===== config.mk =====
export PLATFORM = sky130hd
export DESIGN_NAME = asx_ext_top
export DESIGN_NICKNAME = d
export VERILOG_FILES = /design/src/common/asx_pkg.sv /design/src/hdl/asx_rate_gen.sv /design/src/hdl/asx_skid.sv /design/src/hdl/asx_ext_top.sv
export SDC_FILE = /design/constraint.sdc
export NUM_CORES = 1
export LEC_CHECK = 0
export BUFFER_PORTS_ARGS = -buffer_cell sky130_fd_sc_hd__buf_4
export CORE_MARGIN = 5
export CORE_UTILIZATION = 45
export CTS_CLUSTER_DIAMETER = 50
export DETAILED_ROUTE_END_ITERATION = 8
export PLACE_DENSITY_LB_ADDON = 0.15
export SYNTH_ARGS = -nofsm -noshare
export SYNTH_HDL_FRONTEND = slang
export SYNTH_SLANG_ARGS = --single-unit

===== constraint.sdc =====
create_clock -name MCLK -period 5.3 [get_ports MCLK]
set_clock_uncertainty 0.1 [all_clocks]
set_input_delay 1.06 -clock MCLK [delete_from_list [all_inputs] [get_ports MCLK]]
set_output_delay 1.06 -clock MCLK [all_outputs]
set_load 0.01 [all_outputs]

===== src/common/asx_pkg.sv =====
//==========================================================
// Notes on behaviour
// - ext bit 7 zero inhibits rx-full interrupt; one releases it; resets 0
// - ch0 ext bit 6 zero lets carrier detect gate receive status
// - ch0 ext bit 5 zero lets clear-to-send gate transmit status
// - ch0 clear-to-send high holds tx-empty flag at zero
// - clear-to-send masks only the flag; shifting continues
// - carrier detect high holds rx-full flag at zero
// - carrier detect high also zeroes parity, framing and overrun flags
// - after carrier drops, flags stay held until ch0 status read
// - first status read after carrier drop still shows carrier bit as one
// - request-to-send is a plain 1-bit output with no side effects
// - ch1 clear-to-send gates tx-empty only when select bit is one
// - bit 3 enables 16-bit rate counter; bit 4 makes clock pin bit clock
// - bit 2 zero enables break detection; bit 1 break detect; bit 0 sends break
// - ch1 ext at 13H, bits 6-5 reserved zero, resets zero
// - time constants at 1AH-1DH, 8-bit read/write, reset zero
package asx_pkg;
    localparam logic [7:0] ASX_A_EXT0 = 8'h12;
    localparam logic [7:0] ASX_A_EXT1 = 8'h13;
    localparam logic [7:0] ASX_A_TCL0 = 8'h1A;
    localparam logic [7:0] ASX_A_TCH0 = 8'h1B;
    localparam logic [7:0] ASX_A_TCL1 = 8'h1C;
    localparam logic [7:0] ASX_A_TCH1 = 8'h1D;
    localparam logic [7:0] ASX_EXT_RST = 8'h00;
    localparam logic [7:0] ASX_TC_RST = 8'h00;
    localparam logic [7:0] ASX_EXT1_WMASK = 8'h9D;
    localparam logic [7:0] ASX_EXT0_WMASK = 8'hFD;
    localparam int ASX_B_RXIE = 7;
    localparam int ASX_B_DCDDIS = 6;
    localparam int ASX_B_CTSDIS = 5;
    localparam int ASX_B_X1 = 4;
    localparam int ASX_B_RATE = 3;
    localparam int ASX_B_BRKEN = 2;
    localparam int ASX_B_BRKDET = 1;
    localparam int ASX_B_SNDBRK = 0;
    localparam int ASX_TX_FIFO_DEPTH = 2;

    typedef struct packed {
        logic rx_full;
        logic tx_empty;
        logic parity_err;
        logic framing_err;
        logic overrun;
    } asx_flags_t;

    typedef struct packed {
        logic wr;
        logic rd;
        logic [7:0] addr;
        logic [7:0] wdata;
    } asx_bus_t;
endpackage : asx_pkg


===== src/hdl/asx_rate_gen.sv =====
`timescale 1ns/10ps
//==========================================================
// 16-bit reload down-counter, one tick per terminal count
module asx_rate_gen #(
    parameter int WIDTH = 16
) (
    input wire logic clk,              // system clock
    input wire logic rst_b,            // async reset, low
    input wire logic enable,           // rate mode on
    input wire logic [WIDTH-1:0] reload, // high:low constant
    output logic tick                  // one-cycle sample tick
);
    import asx_pkg::*;
    logic [WIDTH-1:0] cnt_r;
    logic [WIDTH-1:0] cnt_nxt;
    logic tick_r;
    wire term = (cnt_r == '0);

    assign cnt_nxt = !enable ? reload : (term ? reload : cnt_r - 1'b1);
    assign tick = tick_r;

    always_ff @(posedge clk or negedge rst_b) begin
        if (!rst_b) begin
            cnt_r <= '0;
            tick_r <= 1'b0;
        end else begin
            cnt_r <= cnt_nxt;
            tick_r <= enable & term;
        end
    end
endmodule : asx_rate_gen


===== src/hdl/asx_skid.sv =====
`timescale 1ns/10ps
//==========================================================
// two-entry buffer with valid/ready each side
module asx_skid #(
    parameter int WIDTH = 8,
    parameter int DEPTH = 2
) (
    input wire logic clk,              // system clock
    input wire logic rst_b,            // async reset, low
    input wire logic in_valid,         // word offered
    output logic in_ready,             // room left
    input wire logic [WIDTH-1:0] in_data, // word in
    output logic out_valid,            // word held
    input wire logic out_ready,        // taker ready
    output logic [WIDTH-1:0] out_data  // oldest word
);
    import asx_pkg::*;
    localparam int AW = (DEPTH > 1) ? $clog2(DEPTH) : 1;
    logic [WIDTH-1:0] mem_r [DEPTH];
    logic [AW-1:0] wp_r;
    logic [AW-1:0] rp_r;
    logic [AW:0] cnt_r;
    wire push = in_valid & in_ready;
    wire pop = out_valid & out_ready;

    assign in_ready = (cnt_r != (AW+1)'(DEPTH));
    assign out_valid = (cnt_r != '0);
    assign out_data = mem_r[rp_r];

    always_ff @(posedge clk or negedge rst_b) begin
        if (!rst_b) begin
            wp_r <= '0;
            rp_r <= '0;
            cnt_r <= '0;
            for (int i = 0; i < DEPTH; i++) mem_r[i] <= '0;
        end else begin
            if (push) begin
                mem_r[wp_r] <= in_data;
                wp_r <= (wp_r == AW'(DEPTH-1)) ? '0 : wp_r + 1'b1;
            end
            if (pop) rp_r <= (rp_r == AW'(DEPTH-1)) ? '0 : rp_r + 1'b1;
            cnt_r <= cnt_r + (AW+1)'(push) - (AW+1)'(pop);
        end
    end
endmodule : asx_skid


===== src/hdl/asx_ext_top.sv =====
`timescale 1ns/10ps
//==========================================================
// serial channel extension and modem handshake logic
module asx_ext_top (
    input wire logic MCLK,                  // 250 MHz system clock
    input wire logic RST_B,                 // async reset, low
    input wire asx_pkg::asx_bus_t IO_BUS,   // I/O write/read strobe
    output logic [7:0] IO_RDATA,            // read data, registered
    output logic IO_HIT,                    // address decoded here
    input wire asx_pkg::asx_flags_t CH0_RAW,// ch0 core raw flags
    input wire asx_pkg::asx_flags_t CH1_RAW,// ch1 core raw flags
    output asx_pkg::asx_flags_t CH0_FLAGS,  // ch0 gated flags
    output asx_pkg::asx_flags_t CH1_FLAGS,  // ch1 gated flags
    input wire logic CH0_STAT_RD,           // ch0 status read strobe
    output logic CH0_DCD_STAT,              // carrier bit for status
    output logic CH0_CTS_STAT,              // cts bit for status
    output logic CH1_CTS_STAT,              // ch1 cts bit for status
    input wire logic CH1_CTS_SEL,           // ch1 cts select bit
    input wire logic CARRIER_DETECT_IN,     // ch0 carrier pin
    input wire logic CLEAR_TO_SEND_IN,      // ch0 cts pin
    input wire logic CLOCKED_SERIAL_RX_DATA,// shared ch1 cts pin
    input wire logic RTS_WR,                // rts port write strobe
    input wire logic RTS_WDATA,             // rts value
    output logic REQUEST_TO_SEND_OUT,       // rts pin
    input wire logic [1:0] RX_LINE,         // receive lines, per ch
    input wire logic [1:0] CORE_TX_LINE,    // core tx bits, per ch
    output logic [1:0] TX_LINE,             // tx pins, per ch
    output logic [1:0] RX_INT_EN,           // rx-full interrupt gate
    output logic [1:0] X1_CLK_MODE,         // ext clock is bit clock
    output logic [1:0] RATE_MODE,           // 16-bit rate mode
    output logic [1:0] RATE_TICK,           // rate generator tick
    input wire logic [1:0] TXD_VALID,       // tx word offered
    output logic [1:0] TXD_READY,           // tx buffer room
    input wire logic [15:0] TXD_DATA,       // tx words, ch1:ch0
    output logic [1:0] SHF_VALID,           // word for shifter
    input wire logic [1:0] SHF_READY,       // shifter takes word
    output logic [15:0] SHF_DATA            // words, ch1:ch0
);
    import asx_pkg::*;

    //==========================================================
    // pin synchronisers
    logic [2:0] meta_r;
    logic [2:0] sync_r;
    logic [1:0] rxl_meta_r;
    logic [1:0] rxl_sync_r;
    wire dcd_s = sync_r[0];
    wire clear_to_send_in_s = sync_r[1];
    wire ch1_clear_to_send_in_s = sync_r[2];

    always_ff @(posedge MCLK or negedge RST_B) begin
        if (!RST_B) begin
            meta_r <= 3'h0;
            sync_r <= 3'h0;
            rxl_meta_r <= 2'h3;
            rxl_sync_r <= 2'h3;
        end else begin
            meta_r <= {CLOCKED_SERIAL_RX_DATA, CLEAR_TO_SEND_IN,
                       CARRIER_DETECT_IN};
            sync_r <= meta_r;
            rxl_meta_r <= RX_LINE;
            rxl_sync_r <= rxl_meta_r;
        end
    end

    //==========================================================
    // register file
    logic [7:0] ext_r [2];
    logic [7:0] tcl_r [2];
    logic [7:0] tch_r [2];
    logic [1:0] brk_det_r;
    logic [7:0] rdata_nxt;

    wire wr = IO_BUS.wr;
    wire [7:0] a = IO_BUS.addr;
    wire hit_e0 = (a == ASX_A_EXT0);
    wire hit_e1 = (a == ASX_A_EXT1);
    wire hit_l0 = (a == ASX_A_TCL0);
    wire hit_h0 = (a == ASX_A_TCH0);
    wire hit_l1 = (a == ASX_A_TCL1);
    wire hit_h1 = (a == ASX_A_TCH1);
    wire [1:0] hit_ext = {hit_e1, hit_e0};
    wire [1:0] hit_tcl = {hit_l1, hit_l0};
    wire [1:0] hit_tch = {hit_h1, hit_h0};
    wire [7:0] wmask [2] = '{ASX_EXT0_WMASK, ASX_EXT1_WMASK};

    assign IO_HIT = |{hit_ext, hit_tcl, hit_tch};

    function automatic logic [7:0] ext_view(input logic [7:0] v,
                                            input logic det);
        logic [7:0] r;
        r = v;
        r[ASX_B_BRKDET] = det;
        return r;
    endfunction : ext_view

    assign rdata_nxt = hit_e0 ? ext_view(ext_r[0], brk_det_r[0]) :
                       hit_e1 ? ext_view(ext_r[1], brk_det_r[1]) :
                       hit_l0 ? tcl_r[0] :
                       hit_h0 ? tch_r[0] :
                       hit_l1 ? tcl_r[1] :
                       hit_h1 ? tch_r[1] : 8'h00;

    always_ff @(posedge MCLK or negedge RST_B) begin
        if (!RST_B) IO_RDATA <= 8'h00;
        else if (IO_BUS.rd) IO_RDATA <= rdata_nxt;
    end

    //==========================================================
    // per-channel extension logic
    genvar c;
    generate
        for (c = 0; c < 2; c++) begin : g_ch
            wire [7:0] wv = IO_BUS.wdata & wmask[c];
            wire rx_idle = rxl_sync_r[c];
            logic [7:0] low_cnt_r;
            logic [7:0] low_cnt_nxt;

            always_ff @(posedge MCLK or negedge RST_B) begin
                if (!RST_B) begin
                    ext_r[c] <= ASX_EXT_RST;
                    tcl_r[c] <= ASX_TC_RST;
                    tch_r[c] <= ASX_TC_RST;
                end else begin
                    // bits 6-5 of ch1 and break detect masked off
                    if (wr && hit_ext[c]) ext_r[c] <= wv;
                    if (wr && hit_tcl[c]) tcl_r[c] <= IO_BUS.wdata;
                    if (wr && hit_tch[c]) tch_r[c] <= IO_BUS.wdata;
                end
            end

            // break detect: line low for 255 system clocks in a row
            assign low_cnt_nxt = rx_idle ? 8'h00 :
                                 (low_cnt_r == 8'hFF) ? low_cnt_r :
                                 low_cnt_r + 8'h01;
            always_ff @(posedge MCLK or negedge RST_B) begin
                if (!RST_B) begin
                    low_cnt_r <= 8'h00;
                    brk_det_r[c] <= 1'b0;
                end else begin
                    low_cnt_r <= low_cnt_nxt;
                    // feature enabled when bit 2 is zero
                    brk_det_r[c] <= !ext_r[c][ASX_B_BRKEN] &&
                                    (low_cnt_r == 8'hFF);
                end
            end

            assign RX_INT_EN[c] = ext_r[c][ASX_B_RXIE];
            assign X1_CLK_MODE[c] = ext_r[c][ASX_B_X1];
            assign RATE_MODE[c] = ext_r[c][ASX_B_RATE];
            assign TX_LINE[c] = ext_r[c][ASX_B_SNDBRK] ? 1'b0 :
                                CORE_TX_LINE[c];

            asx_rate_gen #(.WIDTH(16)) u_rate (
                .clk(MCLK),
                .rst_b(RST_B),
                .enable(ext_r[c][ASX_B_RATE]),
                .reload({tch_r[c], tcl_r[c]}),
                .tick(RATE_TICK[c])
            );

            asx_skid #(.WIDTH(8), .DEPTH(ASX_TX_FIFO_DEPTH)) u_buf (
                .clk(MCLK),
                .rst_b(RST_B),
                .in_valid(TXD_VALID[c]),
                .in_ready(TXD_READY[c]),
                .in_data(TXD_DATA[c*8 +: 8]),
                .out_valid(SHF_VALID[c]),
                .out_ready(SHF_READY[c]),
                .out_data(SHF_DATA[c*8 +: 8])
            );
        end
    endgenerate

    //==========================================================
    // channel 0 carrier hold and status latch
    logic dcd_hold_r;
    logic dcd_stat_r;
    wire dcd_gate_en = !ext_r[0][ASX_B_DCDDIS];
    wire clear_to_send_in_gate_en = !ext_r[0][ASX_B_CTSDIS];

    always_ff @(posedge MCLK or negedge RST_B) begin
        if (!RST_B) begin
            dcd_hold_r <= 1'b0;
            dcd_stat_r <= 1'b0;
        end else begin
            // carrier high sets the status bit, and the hold when gating is on; either wins over a coincident read
            if (dcd_s && dcd_gate_en) dcd_hold_r <= 1'b1;
            else if (CH0_STAT_RD) dcd_hold_r <= 1'b0;
            if (dcd_s) dcd_stat_r <= 1'b1;
            else if (CH0_STAT_RD) dcd_stat_r <= 1'b0;
        end
    end

    wire rx_block = dcd_hold_r || (dcd_s && dcd_gate_en);
    wire tx_block0 = clear_to_send_in_s && clear_to_send_in_gate_en;
    wire tx_block1 = ch1_clear_to_send_in_s && CH1_CTS_SEL;

    //==========================================================
    // gated flag outputs
    always_comb begin
        CH0_FLAGS = CH0_RAW;
        if (rx_block) begin
            CH0_FLAGS.rx_full = 1'b0;
            CH0_FLAGS.parity_err = 1'b0;
            CH0_FLAGS.framing_err = 1'b0;
            CH0_FLAGS.overrun = 1'b0;
        end
        // only the flag is masked; shifter keeps running
        if (tx_block0) CH0_FLAGS.tx_empty = 1'b0;
        CH1_FLAGS = CH1_RAW;
        if (tx_block1) CH1_FLAGS.tx_empty = 1'b0;
    end

    assign CH0_DCD_STAT = dcd_stat_r;
    assign CH0_CTS_STAT = clear_to_send_in_s;
    assign CH1_CTS_STAT = CH1_CTS_SEL & ch1_clear_to_send_in_s;

    //==========================================================
    // request-to-send port, touches nothing else
    always_ff @(posedge MCLK or negedge RST_B) begin
        if (!RST_B) REQUEST_TO_SEND_OUT <= 1'b0;
        else if (RTS_WR) REQUEST_TO_SEND_OUT <= RTS_WDATA;
    end
endmodule : asx_ext_top


==> out/results.txt <==
Pre-antenna DRT Iters: 4
hold_buf cts: 0
startpoint types: primary input
first-iteration detailed-routing DRC count: 301
syn_nets: 686
core area: 0.0165 mm2
vias per cell: 5.34
Yosys reg bits: 157
post-synthesis sequential area ratio: 52.3%
Detailed Route WL: 17100 um
Crit Path Class: in -> out
height of the chip: 139 um
Post-DRT Antenna Nets: 0
layout filler cell count: 1479
hold wc startpoint: rxl_meta_r[1]
period utilization: 64.0%
mean routed wirelength per cell: 18.3 um
crit path from: IO_BUS[13]
Rel. slew slack: 24.0%
HPWL reported at the end of detailed placement: 12500 um
Synth Flop Type: dfrtp_1
DRC errors left: 0
DIE AREA: 0.0194 mm2
Synth Warn #: 0
ys async rst share: 100%
RSZ-0062 raised after global routing: false
initial antenna violation count: 0
Clock Sinks: 157
I/O pins: 114
Tot GR Track Use: 18.1%
layout cells sized above 1: 37.8%
Worst Hold Class: reg -> reg
setup bufs post-CTS: 0
Leak: 4.16 nW
TritonCTS clock tree: built
Slew Viols, Final: 0
clock-pin slew of the registers on the worst-case setup and hold paths: 0.07 ns
H-tree levels: 4
Post-Synthesis Cell Area: 0.00752 mm2
Buffers on Ports: 105
pin count of the biggest net entering global routing: 80
via count: 5007
number of synthesized flops with an enable pin: 0
status: completed
Longest Clk Path Bufs: 2
most frequent cells in the layout: dfrtp_1 (153), buf_4 (108), mux2_2 (103), nand2_1 (27), nor2_1 (26)
Area Overhead vs Synth: 18.8%
Skew-Pair Late Insertion Delay: 0.42 ns
Worst Tran Pin Value: 1.13 ns
total global routing overflow: 0
Critical Path RT: 4.14 ns
FP Rows: 47
fmax: 0.295 GHz
Final min period: 3.39 ns
number of buffers created by CTS: 17
Hold Violations, Final: 0
Max-Cap Viols: 0
Syn Inst Count: 615
routability cong.: 0.846
R2R Path Start: g_ch[0].u_rate.cnt_r[0]
Mapped Avg Cell Area: 12.2 um2
global-route wire length before repair: 27900 um
Clock Tree Root: clkbuf_16
nature of the critical path endpoint: output pin
Netlist cell types: 60
CP Max Fanout: 7
starting density of the core: 45.6%
vias in the first global route: 5524
Die Wd: 139 um
Pwr per Cell Area: 429 mW/mm2
VDD IR-drop max: 0.286 mV
crit path DAT: 2.23 ns
post_cts resized: 0
final setup fails: 0
commonest non-fill, non-tap cell in the layout: dfrtp_1
Final Util: 54.2%
Setup TNS Final: 0 ns
NumNets Final: 775
ANT cells: 0
worst paths after layout:
kind / depth (start not counted) / endpoint / slack, ns
max: 4 / IO_HIT / 1.91
min: 0 / rxl_sync_r[1] / 0.26
max reg2reg: 6 / g_ch[0].u_rate.cnt_r[12] / 2.98
min reg2reg: 0 / rxl_sync_r[1] / 0.26
max in group asynchronous: 2 / RATE_MODE[1] / 3.49
min in group asynchronous: 1 / g_ch[0].u_rate.cnt_r[11] / 0.55
cells in the mapped netlist (all sizes together) (2+ instances only):
cell type,instances,share of area [%]
a31oi,11,0.92
and2,7,0.58
clkbuf,12,0.62
or4,2,0.20
a22o,7,0.82
mux2i,4,0.53
nor2,27,1.4
o21bai,2,0.20
buf,27,2.7
dfrtp,153,51
mux2,111,17
o221ai,7,0.82
o21ai,26,1.7
dfstp,4,1.4
nor4,8,0.87
and4,5,0.62
nand4b,2,0.23
xor2,16,1.9
xnor2,24,2.8
or3,2,0.17
o22ai,6,0.50
nand2b,9,0.75
nand3b,9,0.90
or2,2,0.17
a311oi,2,0.23
nor2b,7,0.58
and3,4,0.33
nand4,9,1.1
nand3,12,0.80
nor3,13,1.0
inv,18,0.90
nand2,27,1.3
a21oi,10,0.67
or4b,3,0.40
o2111ai,2,0.23
a21boi,3,0.35
ha,10,1.7
nor3b,3,0.30
or3b,2,0.23
power breakdown:
part           leakage (nW)  total (mW)  internal [mW]  switching [mW]
registers              2.04        1.58           1.41           0.163
clock network         0.284        1.17          0.626           0.547
logic                  1.84        1.09          0.608           0.479
total                  4.16        3.84           2.65            1.19
final cells by class:
class | count | area [um2] | area share (%)
clock buffer | 17 | 425 | 4.76
clock inverter | 15 | 140 | 1.57
inverter | 18 | 67.6 | 0.757
multi-input combinational | 401 | 3270 | 36.6
sequential | 157 | 3930 | 44.0
tap | 220 | 275 | 3.08
timing repair buffer | 109 | 822 | 9.20
flip-flops by register name, summed over array words and instances (netlist names), 3 cells and up:
name / count
g_ch.u_buf.mem_r: 32
g_ch.u_rate.cnt_r: 32
tch_r: 16
IO_RDATA: 8
g_ch.low_cnt_r: 16
meta_r: 3
tcl_r: 16
sync_r: 3
ext_r: 6
g_ch.u_buf.cnt_r: 4
logic make-up (layout without fill, tap and decap cells):
kind of cell / after synthesis / after routing / share of synthesized area, %
AOI/OAI and AO/OA: 82 / 82 / 7.39
xor gates and xnor gates: 40 / 40 / 4.66
adders and majority gates: 10 / 10 / 1.66
buffers and inverters: 57 / 159 / 4.20
DFF: 157 / 157 / 52.3
muxes: 115 / 115 / 17.6
and+or+nand+nor: 154 / 154 / 12.2
stage by stage:
step	total power, mW	setup slack [ns]	instance area [um2]	instances	hold WS, ns
floorplan	2.31	2.22	7520	615	0.231
global placement	2.65	1.86	8370	905	0.233
detailed placement	2.70	1.86	8370	905	0.236
CTS	3.89	1.86	8930	937	0.256
global route	4.06	1.84	8930	937	0.256
finish	3.84	1.91	8930	937	0.257
worst max-delay path: stages:
cell    delay [ns]
buf_4         0.11
or4b_1        0.69
nor2_1        0.22
buf_4         0.15
layer usage:
layer | GRT usage [%] | vias up | wire, um
met5 | 0 | - | 0
met4 | 5.46 | 0 | 217
met3 | 5.52 | 20 | 1060
met2 | 30.5 | 112 | 8620
met1 | 22.5 | 2499 | 7210
li1 | - | 2376 | -
Note: power is estimated with default switching activity, not from simulation.
